### src/pkg/compare_pwm_defs.svh
`ifndef COMPARE_PWM_DEFS_SVH
`define COMPARE_PWM_DEFS_SVH

// register byte offsets
`define OFS_CHANNEL_CONTROL    8'h00
`define OFS_COMPARE_LOW        8'h04
`define OFS_COMPARE_HIGH       8'h08
`define OFS_PERIOD_REGISTER    8'h0C
`define OFS_TIMER_CONTROL      8'h10
`define OFS_PERIOD_TIMER       8'h14
`define OFS_CAPTURE_COUNT      8'h18
`define OFS_STATUS             8'h1C
`define OFS_PIN_CONFIG         8'h20

// field positions
`define MODE_LSB               0
`define DUTY_LOW_LSB           4
`define PRESCALE_LSB           0
`define TIMER_ON_BIT           2
`define EVENT_FLAG_BIT         0
`define CAPTURE_OVF_BIT        1
`define PERIOD_FLAG_BIT        2
`define PIN_DIRECTION_BIT      0
`define CAPTURE_SRC_BIT        1
`define CAPTURE_ON_BIT         2

// reset values
`define MODE_RESET             4'h0
`define PIN_DIRECTION_RESET    1'b1
`define PERIOD_REGISTER_RESET  8'hFF

// timing: instruction clock is the oscillator divided by four
`define INSTR_CLOCK_DIV        4

`endif

### src/pkg/compare_pwm_pkg.sv
`default_nettype none

package compare_pwm_pkg;

  typedef enum logic [3:0] {
    MODE_OFF      = 4'h0,
    MODE_TOGGLE   = 4'h2,
    MODE_CAP_FALL = 4'h4,
    MODE_SET      = 4'h8,
    MODE_CLEAR    = 4'h9,
    MODE_SWINT    = 4'hA,
    MODE_TRIGGER  = 4'hB
  } chan_mode_type;

  typedef struct packed {
    logic        psel;
    logic        penable;
    logic        pwrite;
    logic [7:0]  paddr;
    logic [31:0] pwdata;
  } apb_req_type;

  typedef struct packed {
    logic [31:0] prdata;
    logic        pready;
    logic        pslverr;
  } apb_rsp_type;

  typedef struct packed {
    logic out;
    logic oe;
  } pin_type;

endpackage

`default_nettype wire

### src/hw/compare_pwm_unit.sv
// Design decisions made here: the register offsets and register access over APB.
`include "compare_pwm_defs.svh"
`default_nettype none

module compare_pwm_unit (
  // clock and reset
  input  wire logic                         mclk,
  input  wire logic                         rst,
  // register bus
  input  wire compare_pwm_pkg::apb_req_type apbReq,
  output var  compare_pwm_pkg::apb_rsp_type apbRsp,
  // system side
  input  wire logic                         sleepReq,
  input  wire logic                         converterEnable,
  input  wire logic                         captureExtClock,
  input  wire logic                         capturePin,
  // outputs
  output var  compare_pwm_pkg::pin_type     pinDrive,
  output var  logic                         converterStart
);
  import compare_pwm_pkg::*;

  logic [3:0]  mode_q;
  logic [1:0]  dutyLow_q;
  logic [7:0]  compareLow_q;
  logic [7:0]  compareHigh_q;
  logic [7:0]  periodReg_q;
  logic [1:0]  prescale_q;
  logic        timerOn_q;
  logic [7:0]  periodTimer_q;
  logic [7:0]  subCount_q;
  logic [1:0]  dutyLatch_q;
  logic [15:0] captureCount_q;
  logic        eventFlag_q;
  logic        captureOvf_q;
  logic        periodFlag_q;
  logic        pinDirection_q;
  logic        captureSrc_q;
  logic        captureOn_q;
  logic        matchPrev_q;
  logic        resetPending_q;
  logic        outLatch_q;
  logic        pinOe_q;
  logic        converterStart_q;
  logic [1:0]  quarter_q;
  apb_rsp_type apbRsp_q;
  logic [2:0]  sync_q [2];
  logic [1:0]  level_q;
  logic [1:0]  levelPrev_q;

  function automatic logic isMapped(input logic [7:0] addr);
    return addr == `OFS_CHANNEL_CONTROL || addr == `OFS_COMPARE_LOW || addr == `OFS_COMPARE_HIGH ||
           addr == `OFS_PERIOD_REGISTER || addr == `OFS_TIMER_CONTROL || addr == `OFS_PERIOD_TIMER ||
           addr == `OFS_CAPTURE_COUNT || addr == `OFS_STATUS || addr == `OFS_PIN_CONFIG;
  endfunction

  function automatic logic isCompare(input logic [3:0] m);
    return m == MODE_TOGGLE || m == MODE_SET || m == MODE_CLEAR || m == MODE_SWINT || m == MODE_TRIGGER;
  endfunction

  function automatic logic drivesPin(input logic [3:0] m);
    return m == MODE_TOGGLE || m == MODE_SET || m == MODE_CLEAR || m[3:2] == 2'b11;
  endfunction

  // last value of the sub-count: 4, 16, 64 or 256 oscillator cycles per prescaled step
  function automatic logic [7:0] subLimit(input logic [1:0] p);
    unique case (p)
      2'b00: return 8'h03;
      2'b01: return 8'h0F;
      2'b10: return 8'h3F;
      2'b11: return 8'hFF;
    endcase
  endfunction

  function automatic logic [1:0] lowBits(input logic [7:0] s, input logic [1:0] p);
    unique case (p)
      2'b00: return s[1:0];
      2'b01: return s[3:2];
      2'b10: return s[5:4];
      2'b11: return s[7:6];
    endcase
  endfunction

  // bus decode
  logic        setupPhase;
  logic        writeAccess;
  logic [31:0] wdata;
  assign setupPhase  = apbReq.psel && !apbReq.penable;
  assign writeAccess = apbReq.psel && apbReq.penable && apbRsp_q.pready && apbReq.pwrite && isMapped(apbReq.paddr);
  assign wdata       = apbReq.pwdata;

  logic wrControl;
  logic wrLow;
  logic wrHigh;
  logic wrCount;
  logic wrPeriodTimer;
  logic wrZeroControl;
  assign wrControl     = writeAccess && apbReq.paddr == `OFS_CHANNEL_CONTROL;
  assign wrLow         = writeAccess && apbReq.paddr == `OFS_COMPARE_LOW;
  assign wrHigh        = writeAccess && apbReq.paddr == `OFS_COMPARE_HIGH;
  assign wrCount       = writeAccess && apbReq.paddr == `OFS_CAPTURE_COUNT;
  assign wrPeriodTimer = writeAccess && apbReq.paddr == `OFS_PERIOD_TIMER;
  assign wrZeroControl = wrControl && wdata[5:0] == 6'h00;

  logic pwmMode;
  logic captureMode;
  assign pwmMode     = mode_q[3:2] == 2'b11;
  assign captureMode = mode_q[3:2] == 2'b01;

  // external capture clock and capture pin pass three flops and then a level flop that updates only when the last two agree
  logic [1:0] rawIn;
  assign rawIn = {capturePin, captureExtClock};
  for (genvar g = 0; g < 2; g++) begin : g_sync
    always_ff @(posedge mclk or posedge rst) begin
      if (rst) begin
        sync_q[g]      <= 3'b000;
        level_q[g]     <= 1'b0;
        levelPrev_q[g] <= 1'b0;
      end else begin
        sync_q[g]      <= {sync_q[g][1:0], rawIn[g]};
        if (sync_q[g][1] == sync_q[g][2]) begin
          level_q[g] <= sync_q[g][2];
        end
        levelPrev_q[g] <= level_q[g];
      end
    end
  end

  logic extTick;
  logic captureEvent;
  assign extTick      = level_q[0] && !levelPrev_q[0];
  assign captureEvent = captureMode && (mode_q == MODE_CAP_FALL ? (!level_q[1] && levelPrev_q[1])
                                                                : (level_q[1] && !levelPrev_q[1]));

  // instruction clock stops in sleep
  always_ff @(posedge mclk or posedge rst) begin
    if (rst) begin
      quarter_q <= 2'b00;
    end else begin
      quarter_q <= quarter_q + 2'b01;
    end
  end

  logic instrTick;
  logic countTick;
  assign instrTick = quarter_q == 2'(`INSTR_CLOCK_DIV - 1) && !sleepReq;
  assign countTick = captureOn_q && (captureSrc_q ? extTick : instrTick);

  // compare path
  logic match;
  logic matchEvent;
  logic resetNow;
  assign match      = captureCount_q == {compareHigh_q, compareLow_q};
  assign matchEvent = isCompare(mode_q) && match && !matchPrev_q && !sleepReq;
  assign resetNow   = resetPending_q && countTick && match;

  always_ff @(posedge mclk or posedge rst) begin
    if (rst) begin
      matchPrev_q      <= 1'b0;
      resetPending_q   <= 1'b0;
      converterStart_q <= 1'b0;
    end else begin
      matchPrev_q      <= match && isCompare(mode_q);
      converterStart_q <= matchEvent && mode_q == MODE_TRIGGER && converterEnable;
      if (mode_q != MODE_TRIGGER) begin
        resetPending_q <= 1'b0;
      end else if (matchEvent) begin
        resetPending_q <= 1'b1;
      end else if (countTick) begin
        resetPending_q <= 1'b0;
      end
    end
  end

  // capture timer
  always_ff @(posedge mclk or posedge rst) begin
    if (rst) begin
      captureCount_q <= 16'h0000;
    end else if (wrCount) begin
      captureCount_q <= wdata[15:0];
    end else if (resetNow) begin
      captureCount_q <= 16'h0000;
    end else if (countTick) begin
      captureCount_q <= captureCount_q + 16'h0001;
    end
  end

  // period timer with prescaler; the top two bits of the sub-count's range extend the time base
  logic       subWrap;
  logic       periodEnd;
  logic       baseMatch;
  logic [7:0] subNext;
  logic [7:0] timerNext;
  // wrap at or above the limit, so a smaller prescale never lets the sub-count run away
  assign subWrap   = timerOn_q && !sleepReq && subCount_q >= subLimit(prescale_q);
  assign periodEnd = subWrap && periodTimer_q == periodReg_q;
  // next cycle's time base, so the registered pin is low once the base equals the duty
  assign subNext   = subWrap ? 8'h00 : subCount_q + 8'h01;
  assign timerNext = periodEnd ? 8'h00 : (subWrap ? periodTimer_q + 8'h01 : periodTimer_q);
  assign baseMatch = pwmMode && timerOn_q && !sleepReq &&
                     {timerNext, lowBits(subNext, prescale_q)} == {compareHigh_q, dutyLatch_q};

  always_ff @(posedge mclk or posedge rst) begin
    if (rst) begin
      subCount_q    <= 8'h00;
      periodTimer_q <= 8'h00;
    end else begin
      if (timerOn_q && !sleepReq) begin
        subCount_q <= subWrap ? 8'h00 : subCount_q + 8'h01;
      end
      if (wrPeriodTimer) begin
        periodTimer_q <= wdata[7:0];
      end else if (periodEnd) begin
        periodTimer_q <= 8'h00;
      end else if (subWrap) begin
        periodTimer_q <= periodTimer_q + 8'h01;
      end
    end
  end

  // compare pair and duty double buffer
  always_ff @(posedge mclk or posedge rst) begin
    if (rst) begin
      compareLow_q  <= 8'h00;
      compareHigh_q <= 8'h00;
      dutyLatch_q   <= 2'b00;
    end else begin
      if (captureEvent) begin
        compareLow_q <= captureCount_q[7:0];
      end else if (wrLow) begin
        compareLow_q <= wdata[7:0];
      end
      if (captureEvent) begin
        compareHigh_q <= captureCount_q[15:8];
      end else if (pwmMode && periodEnd) begin
        compareHigh_q <= compareLow_q;
      end else if (wrHigh && !pwmMode) begin
        compareHigh_q <= wdata[7:0];
      end
      if (mode_q == MODE_OFF) begin
        dutyLatch_q <= 2'b00;
      end else if (pwmMode && periodEnd) begin
        dutyLatch_q <= dutyLow_q;
      end
    end
  end

  // output latch shared by compare and pwm
  always_ff @(posedge mclk or posedge rst) begin
    if (rst) begin
      outLatch_q <= 1'b0;
    end else if (wrZeroControl || mode_q == MODE_OFF) begin
      outLatch_q <= 1'b0;
    end else if (pwmMode) begin
      if (periodEnd) begin
        outLatch_q <= {compareLow_q, dutyLow_q} != 10'h000;
      end else if (baseMatch) begin
        outLatch_q <= 1'b0;
      end
    end else if (matchEvent) begin
      unique case (mode_q)
        MODE_SET:    outLatch_q <= 1'b1;
        MODE_CLEAR:  outLatch_q <= 1'b0;
        MODE_TOGGLE: outLatch_q <= !outLatch_q;
        default:     outLatch_q <= outLatch_q;
      endcase
    end
  end

  always_ff @(posedge mclk or posedge rst) begin
    if (rst) begin
      pinOe_q <= 1'b0;
    end else begin
      pinOe_q <= !pinDirection_q && drivesPin(mode_q);
    end
  end

  // software-written control
  always_ff @(posedge mclk or posedge rst) begin
    if (rst) begin
      mode_q         <= `MODE_RESET;
      dutyLow_q      <= 2'b00;
      periodReg_q    <= `PERIOD_REGISTER_RESET;
      prescale_q     <= 2'b00;
      timerOn_q      <= 1'b0;
      pinDirection_q <= `PIN_DIRECTION_RESET;
      captureSrc_q   <= 1'b0;
      captureOn_q    <= 1'b0;
    end else if (writeAccess) begin
      unique case (apbReq.paddr)
        `OFS_CHANNEL_CONTROL: begin
          mode_q    <= wdata[`MODE_LSB +: 4];
          dutyLow_q <= wdata[`DUTY_LOW_LSB +: 2];
        end
        `OFS_PERIOD_REGISTER: periodReg_q <= wdata[7:0];
        `OFS_TIMER_CONTROL: begin
          prescale_q <= wdata[`PRESCALE_LSB +: 2];
          timerOn_q  <= wdata[`TIMER_ON_BIT];
        end
        `OFS_PIN_CONFIG: begin
          pinDirection_q <= wdata[`PIN_DIRECTION_BIT];
          captureSrc_q   <= wdata[`CAPTURE_SRC_BIT];
          captureOn_q    <= wdata[`CAPTURE_ON_BIT];
        end
        default: ;
      endcase
    end
  end

  // sticky status, write one to clear, a set in the same cycle wins
  logic [2:0] clearMask;
  assign clearMask = (writeAccess && apbReq.paddr == `OFS_STATUS) ? wdata[2:0] : 3'b000;

  always_ff @(posedge mclk or posedge rst) begin
    if (rst) begin
      eventFlag_q  <= 1'b0;
      captureOvf_q <= 1'b0;
      periodFlag_q <= 1'b0;
    end else begin
      eventFlag_q  <= (matchEvent || captureEvent) || (eventFlag_q && !clearMask[`EVENT_FLAG_BIT]);
      captureOvf_q <= (countTick && !resetNow && captureCount_q == 16'hFFFF && !wrCount) ||
                      (captureOvf_q && !clearMask[`CAPTURE_OVF_BIT]);
      periodFlag_q <= periodEnd || (periodFlag_q && !clearMask[`PERIOD_FLAG_BIT]);
    end
  end

  // bus answer: no wait states, data sampled in the setup cycle
  always_ff @(posedge mclk or posedge rst) begin
    if (rst) begin
      apbRsp_q <= '0;
    end else begin
      apbRsp_q.pready  <= setupPhase;
      apbRsp_q.pslverr <= setupPhase && !isMapped(apbReq.paddr);
      if (setupPhase && !apbReq.pwrite) begin
        unique case (apbReq.paddr)
          `OFS_CHANNEL_CONTROL: apbRsp_q.prdata <= {26'h0, dutyLow_q, mode_q};
          `OFS_COMPARE_LOW:     apbRsp_q.prdata <= {24'h0, compareLow_q};
          `OFS_COMPARE_HIGH:    apbRsp_q.prdata <= {24'h0, compareHigh_q};
          `OFS_PERIOD_REGISTER: apbRsp_q.prdata <= {24'h0, periodReg_q};
          `OFS_TIMER_CONTROL:   apbRsp_q.prdata <= {29'h0, timerOn_q, prescale_q};
          `OFS_PERIOD_TIMER:    apbRsp_q.prdata <= {24'h0, periodTimer_q};
          `OFS_CAPTURE_COUNT:   apbRsp_q.prdata <= {16'h0, captureCount_q};
          `OFS_STATUS:          apbRsp_q.prdata <= {29'h0, periodFlag_q, captureOvf_q, eventFlag_q};
          `OFS_PIN_CONFIG:      apbRsp_q.prdata <= {29'h0, captureOn_q, captureSrc_q, pinDirection_q};
          default:              apbRsp_q.prdata <= 32'h0000_0000;
        endcase
      end
    end
  end

  assign apbRsp         = apbRsp_q;
  assign pinDrive.out   = outLatch_q;
  assign pinDrive.oe    = pinOe_q;
  assign converterStart = converterStart_q;
endmodule

`default_nettype wire

### config.mk
export PLATFORM = sky130hd
export DESIGN_NAME = compare_pwm_unit
export DESIGN_NICKNAME = d
export VERILOG_FILES = /design/src/pkg/compare_pwm_pkg.sv /design/src/hw/compare_pwm_unit.sv
export VERILOG_INCLUDE_DIRS = /design/src /design/src/pkg
export SDC_FILE = /design/constraint.sdc
export NUM_CORES = 1
export LEC_CHECK = 0
export BUFFER_PORTS_ARGS = -buffer_cell sky130_fd_sc_hd__buf_2
export CELL_PAD_IN_SITES_DETAIL_PLACEMENT = 0
export CELL_PAD_IN_SITES_GLOBAL_PLACEMENT = 1
export CORE_MARGIN = 4
export CORE_UTILIZATION = 25
export DETAILED_ROUTE_END_ITERATION = 6
export PLACE_DENSITY_LB_ADDON = 0.1
export SYNTH_ARGS = -nofsm -noshare
export SYNTH_HDL_FRONTEND = slang
export SYNTH_SLANG_ARGS = --single-unit
export TNS_END_PERCENT = 100
### constraint.sdc
create_clock -name mclk -period 6.3 [get_ports mclk]
set_input_delay 0.315 -clock mclk [delete_from_list [all_inputs] [get_ports mclk]]
set_output_delay 0.315 -clock mclk [all_outputs]
set_load 0.005 [all_outputs]
==> impl_results.md <==
- Clk sink count: 108
- Nets: 823
- Rows: 59
- Drt drc: 0
- Final hold violations: 0
- GPL Wtd Cong: 0.8694
- Critical path type: flip-flop to flip-flop
- Vias per cell: 5.152
- Ys Warns: 0
- Routed vias: 5,688
- Post-detail-place hpwl: 16.44 mm
- Asr flop ratio synth: 100.0%
- R2r setup slk: 2.79 ns
- Reg clk slew, reported paths: 0.08 ns
- Clk buf depth: 2
- Die height: 171.3 um
- Worst Setup SP: prescale_q[1]
- Top-area cell type share of the netlist area: 37.16%
- Cell area after synthesis: 6668 um^2
- Worst IR Drop VDD: 91.25 uV
- Hold Crit Class: input pin to asynchronous set/reset pin
- Layout Skew: 0.01376 ns
- DR WL/cell: 20.35 um
- Number of synthesized flops with an enable pin: 0
- #FFs+latches synth: 108
- Seq/Total Area, Yosys: 40.70%
- Share of layout cells above drive strength 1: 15.08%
- Max Fclk: 284.6 MHz
- CTS root buffer: clkbuf_16
- Post-route ant nets: 0
- Critical Path Fanout Max: 19
- Final Util: 28.16%
- Top_reg_cell synth: dfrtp_1
- Library cells used by synthesis: 67
- Diodes inserted: 0
- Crit end category: flip-flop
- Largest net degree at the start of global routing: 61
- Lkg Pwr: 3.073 nW
- Worst Reg-to-Reg Cells: 12
- Number of max-cap violations: 0
- Post-CTS Setup Inserts: 0
- Post-CTS Hold Fix Bufs: 0
- Top-count cell post-synth: dfrtp_1
- R2r startpoint: prescale_q[1]
- Die Area: 29,350 um^2
- Port buffer count: 53
- Ranking of synthesized cells by area: dfrtp_1 37%, nand2_1 4.9%, o21ai_0 3.6%
- 1st-iter DRT viols: 542
- Boundary Pins: 86
- Startpoint types: flip-flop
- TritonCTS clock tree: yes
- Post-cts resize count: 0
- Number of global-route vias before repair: 5,569
- Total track usage: 15.52%
- RSZ-0062 raised after global routing: false
- Tcrit/Tclk final: 55.77%
- Syn_area_per_cell: 8.785 um^2
- Minimum clock period: 3.514 ns
- Sum Neg Setup Slack: 0 ns
- CTS buffer count: 9
- Area delta synth->final: 10.36%
- # setup viols final: 0
- CORE AREA: 26,130 um^2
- Initial antenna violation count: 0
- Rel. slew slack: 26.02%
- Final WL: 22.46 mm
- Worst Setup EP: outLatch_q
- Drt first pass iters: 7
- Die Span X: 171.3 um
- Worst path arrival time: 3.75 ns
- First-pass GRT wire length: 34.54 mm
- Cell Pwr Density: 183.6 nW/um^2
- Post-synth top cells: 99 x dfrtp_1, 87 x nand2_1, 57 x nor2_1
- Pins Over Slew Limit: 0
- Grt total ovfl: 0
- H-tree depth: 3
- Yosys top cell by area: dfrtp_1
- Status: completed
- Clock latency on the worst-skew pair: 0.37 ns
- Worst R2R End: outLatch_q
- CP Data Required Time: 6.54 ns
- Initial core utilization: 25.51%
- Syn Inst Count: 759
- Slew @ Worst Pin: 1.110 ns
## sequential cells by signal, summed over array words and instances, names as in the netlist, 2 cells and up
signal          flops
dutyLatch_q         2
periodReg_q         8
level_q             2
apbRsp             18
quarter_q           2
prescale_q          2
dutyLow_q           2
compareHigh_q       8
mode_q              4
compareLow_q        8
sync_q              6
periodTimer_q       8
subCount_q          8
captureCount_q     16
levelPrev_q         2
## area by class of cell
class	count	area, um^2
clock buffer	9	225.2
multi-input combinational	568	3555
timing repair buffer	61	325.3
tap	335	419.2
fill	2870	18770
inverter	16	62.56
clock inverter	7	57.56
sequential	108	2714
## how the worst min path moves through the flow
| stage | from | to | slack (ns) | cells past startpoint |
|---|---|---|---|---|
| after floorplan | sync_q[0] | sync_q[1] | 0.33 | 0 |
| after global placement | sync_q[3] | sync_q[4] | 0.33 | 0 |
| after detailed placement | sync_q[3] | sync_q[4] | 0.33 | 0 |
| after CTS | captureExtClock | sync_q[3] | 0.03 | 1 |
| after global routing | captureExtClock | sync_q[3] | 0.03 | 1 |
| final | rst | sync_q[3] | 0.03 | 2 |
## layer usage
| metal | vias to the layer above | GRT usage, % | wire (um) |
|---|---|---|---|
| met5 | - | 0 | 0 |
| met1 | 2825 | 22.31 | 10860 |
| met2 | 117 | 24.70 | 10520 |
| li1 | 2726 | - | - |
| met4 | 0 | 3.927 | 328 |
| met3 | 20 | 2.137 | 753 |
## logic make-up (layout without fill, tap and decap cells)
logic type	after synthesis	after routing	synth area share, %
AO/OA/AOI/OAI	196	196	19.97
AND/OR/NAND/NOR	279	279	20.57
buffers and inverters	98	93	6.962
flip-flops	108	108	40.70
XOR/XNOR	30	30	3.941
adder cells (fa/ha/maj)	12	12	2.177
multiplexers	35	35	5.630
other	1	16	0.05624
## cells in the final DEF, fill, tap and decap left out, drive strengths merged, types with 6 or more instances in the layout
cell type  instances
nand4             10
a22oi             18
a211oi            10
o21bai             9
xnor2             27
a31oi             13
nor4              10
nand2b            10
o21a               6
and3              28
nand2             87
mux2              20
dfstp              9
ha                10
a21o              10
a21oi             31
a222oi             6
nor3              16
mux2i             15
dfrtp             99
clkbuf             9
o21ai             51
nand3             28
nor2b              6
nor2              58
conb              16
buf               61
inv               18
nor3b             12
## metrics by stage
step                      cells  setup WS (ns)  hold slack (ns)  area [um^2]  total power, mW
after detailed placement   1088          2.800           0.3347         7076           0.7950
after floorplan             774          3.154           0.3312         6724           0.7615
after global routing       1104          2.517          0.03137         7358            1.412
after global placement     1088          2.806           0.3331         7076           0.7935
final                      1104          2.786          0.02512         7358            1.351
after CTS                  1104          2.786          0.03454         7358            1.375
## power by group
part           switching (mW)  internal (mW)
registers             0.00918          0.704
logic                  0.0458         0.0208
clock network           0.296          0.275
## worst max-delay path, cell delays in order, from the launching register on
cell	delay [ns]
dfrtp_1	0.57
nand2_1	0.17
ha_1	0.35
a21oi_1	0.13
and3_1	0.29
a21oi_2	0.08
buf_4	0.23
o21ai_1	0.37
o21ai_1	0.17
a2111oi_2	0.35
nand4_1	0.27
a222oi_1	0.31
nor3_1	0.10
Power figures use the tool's default switching activity.
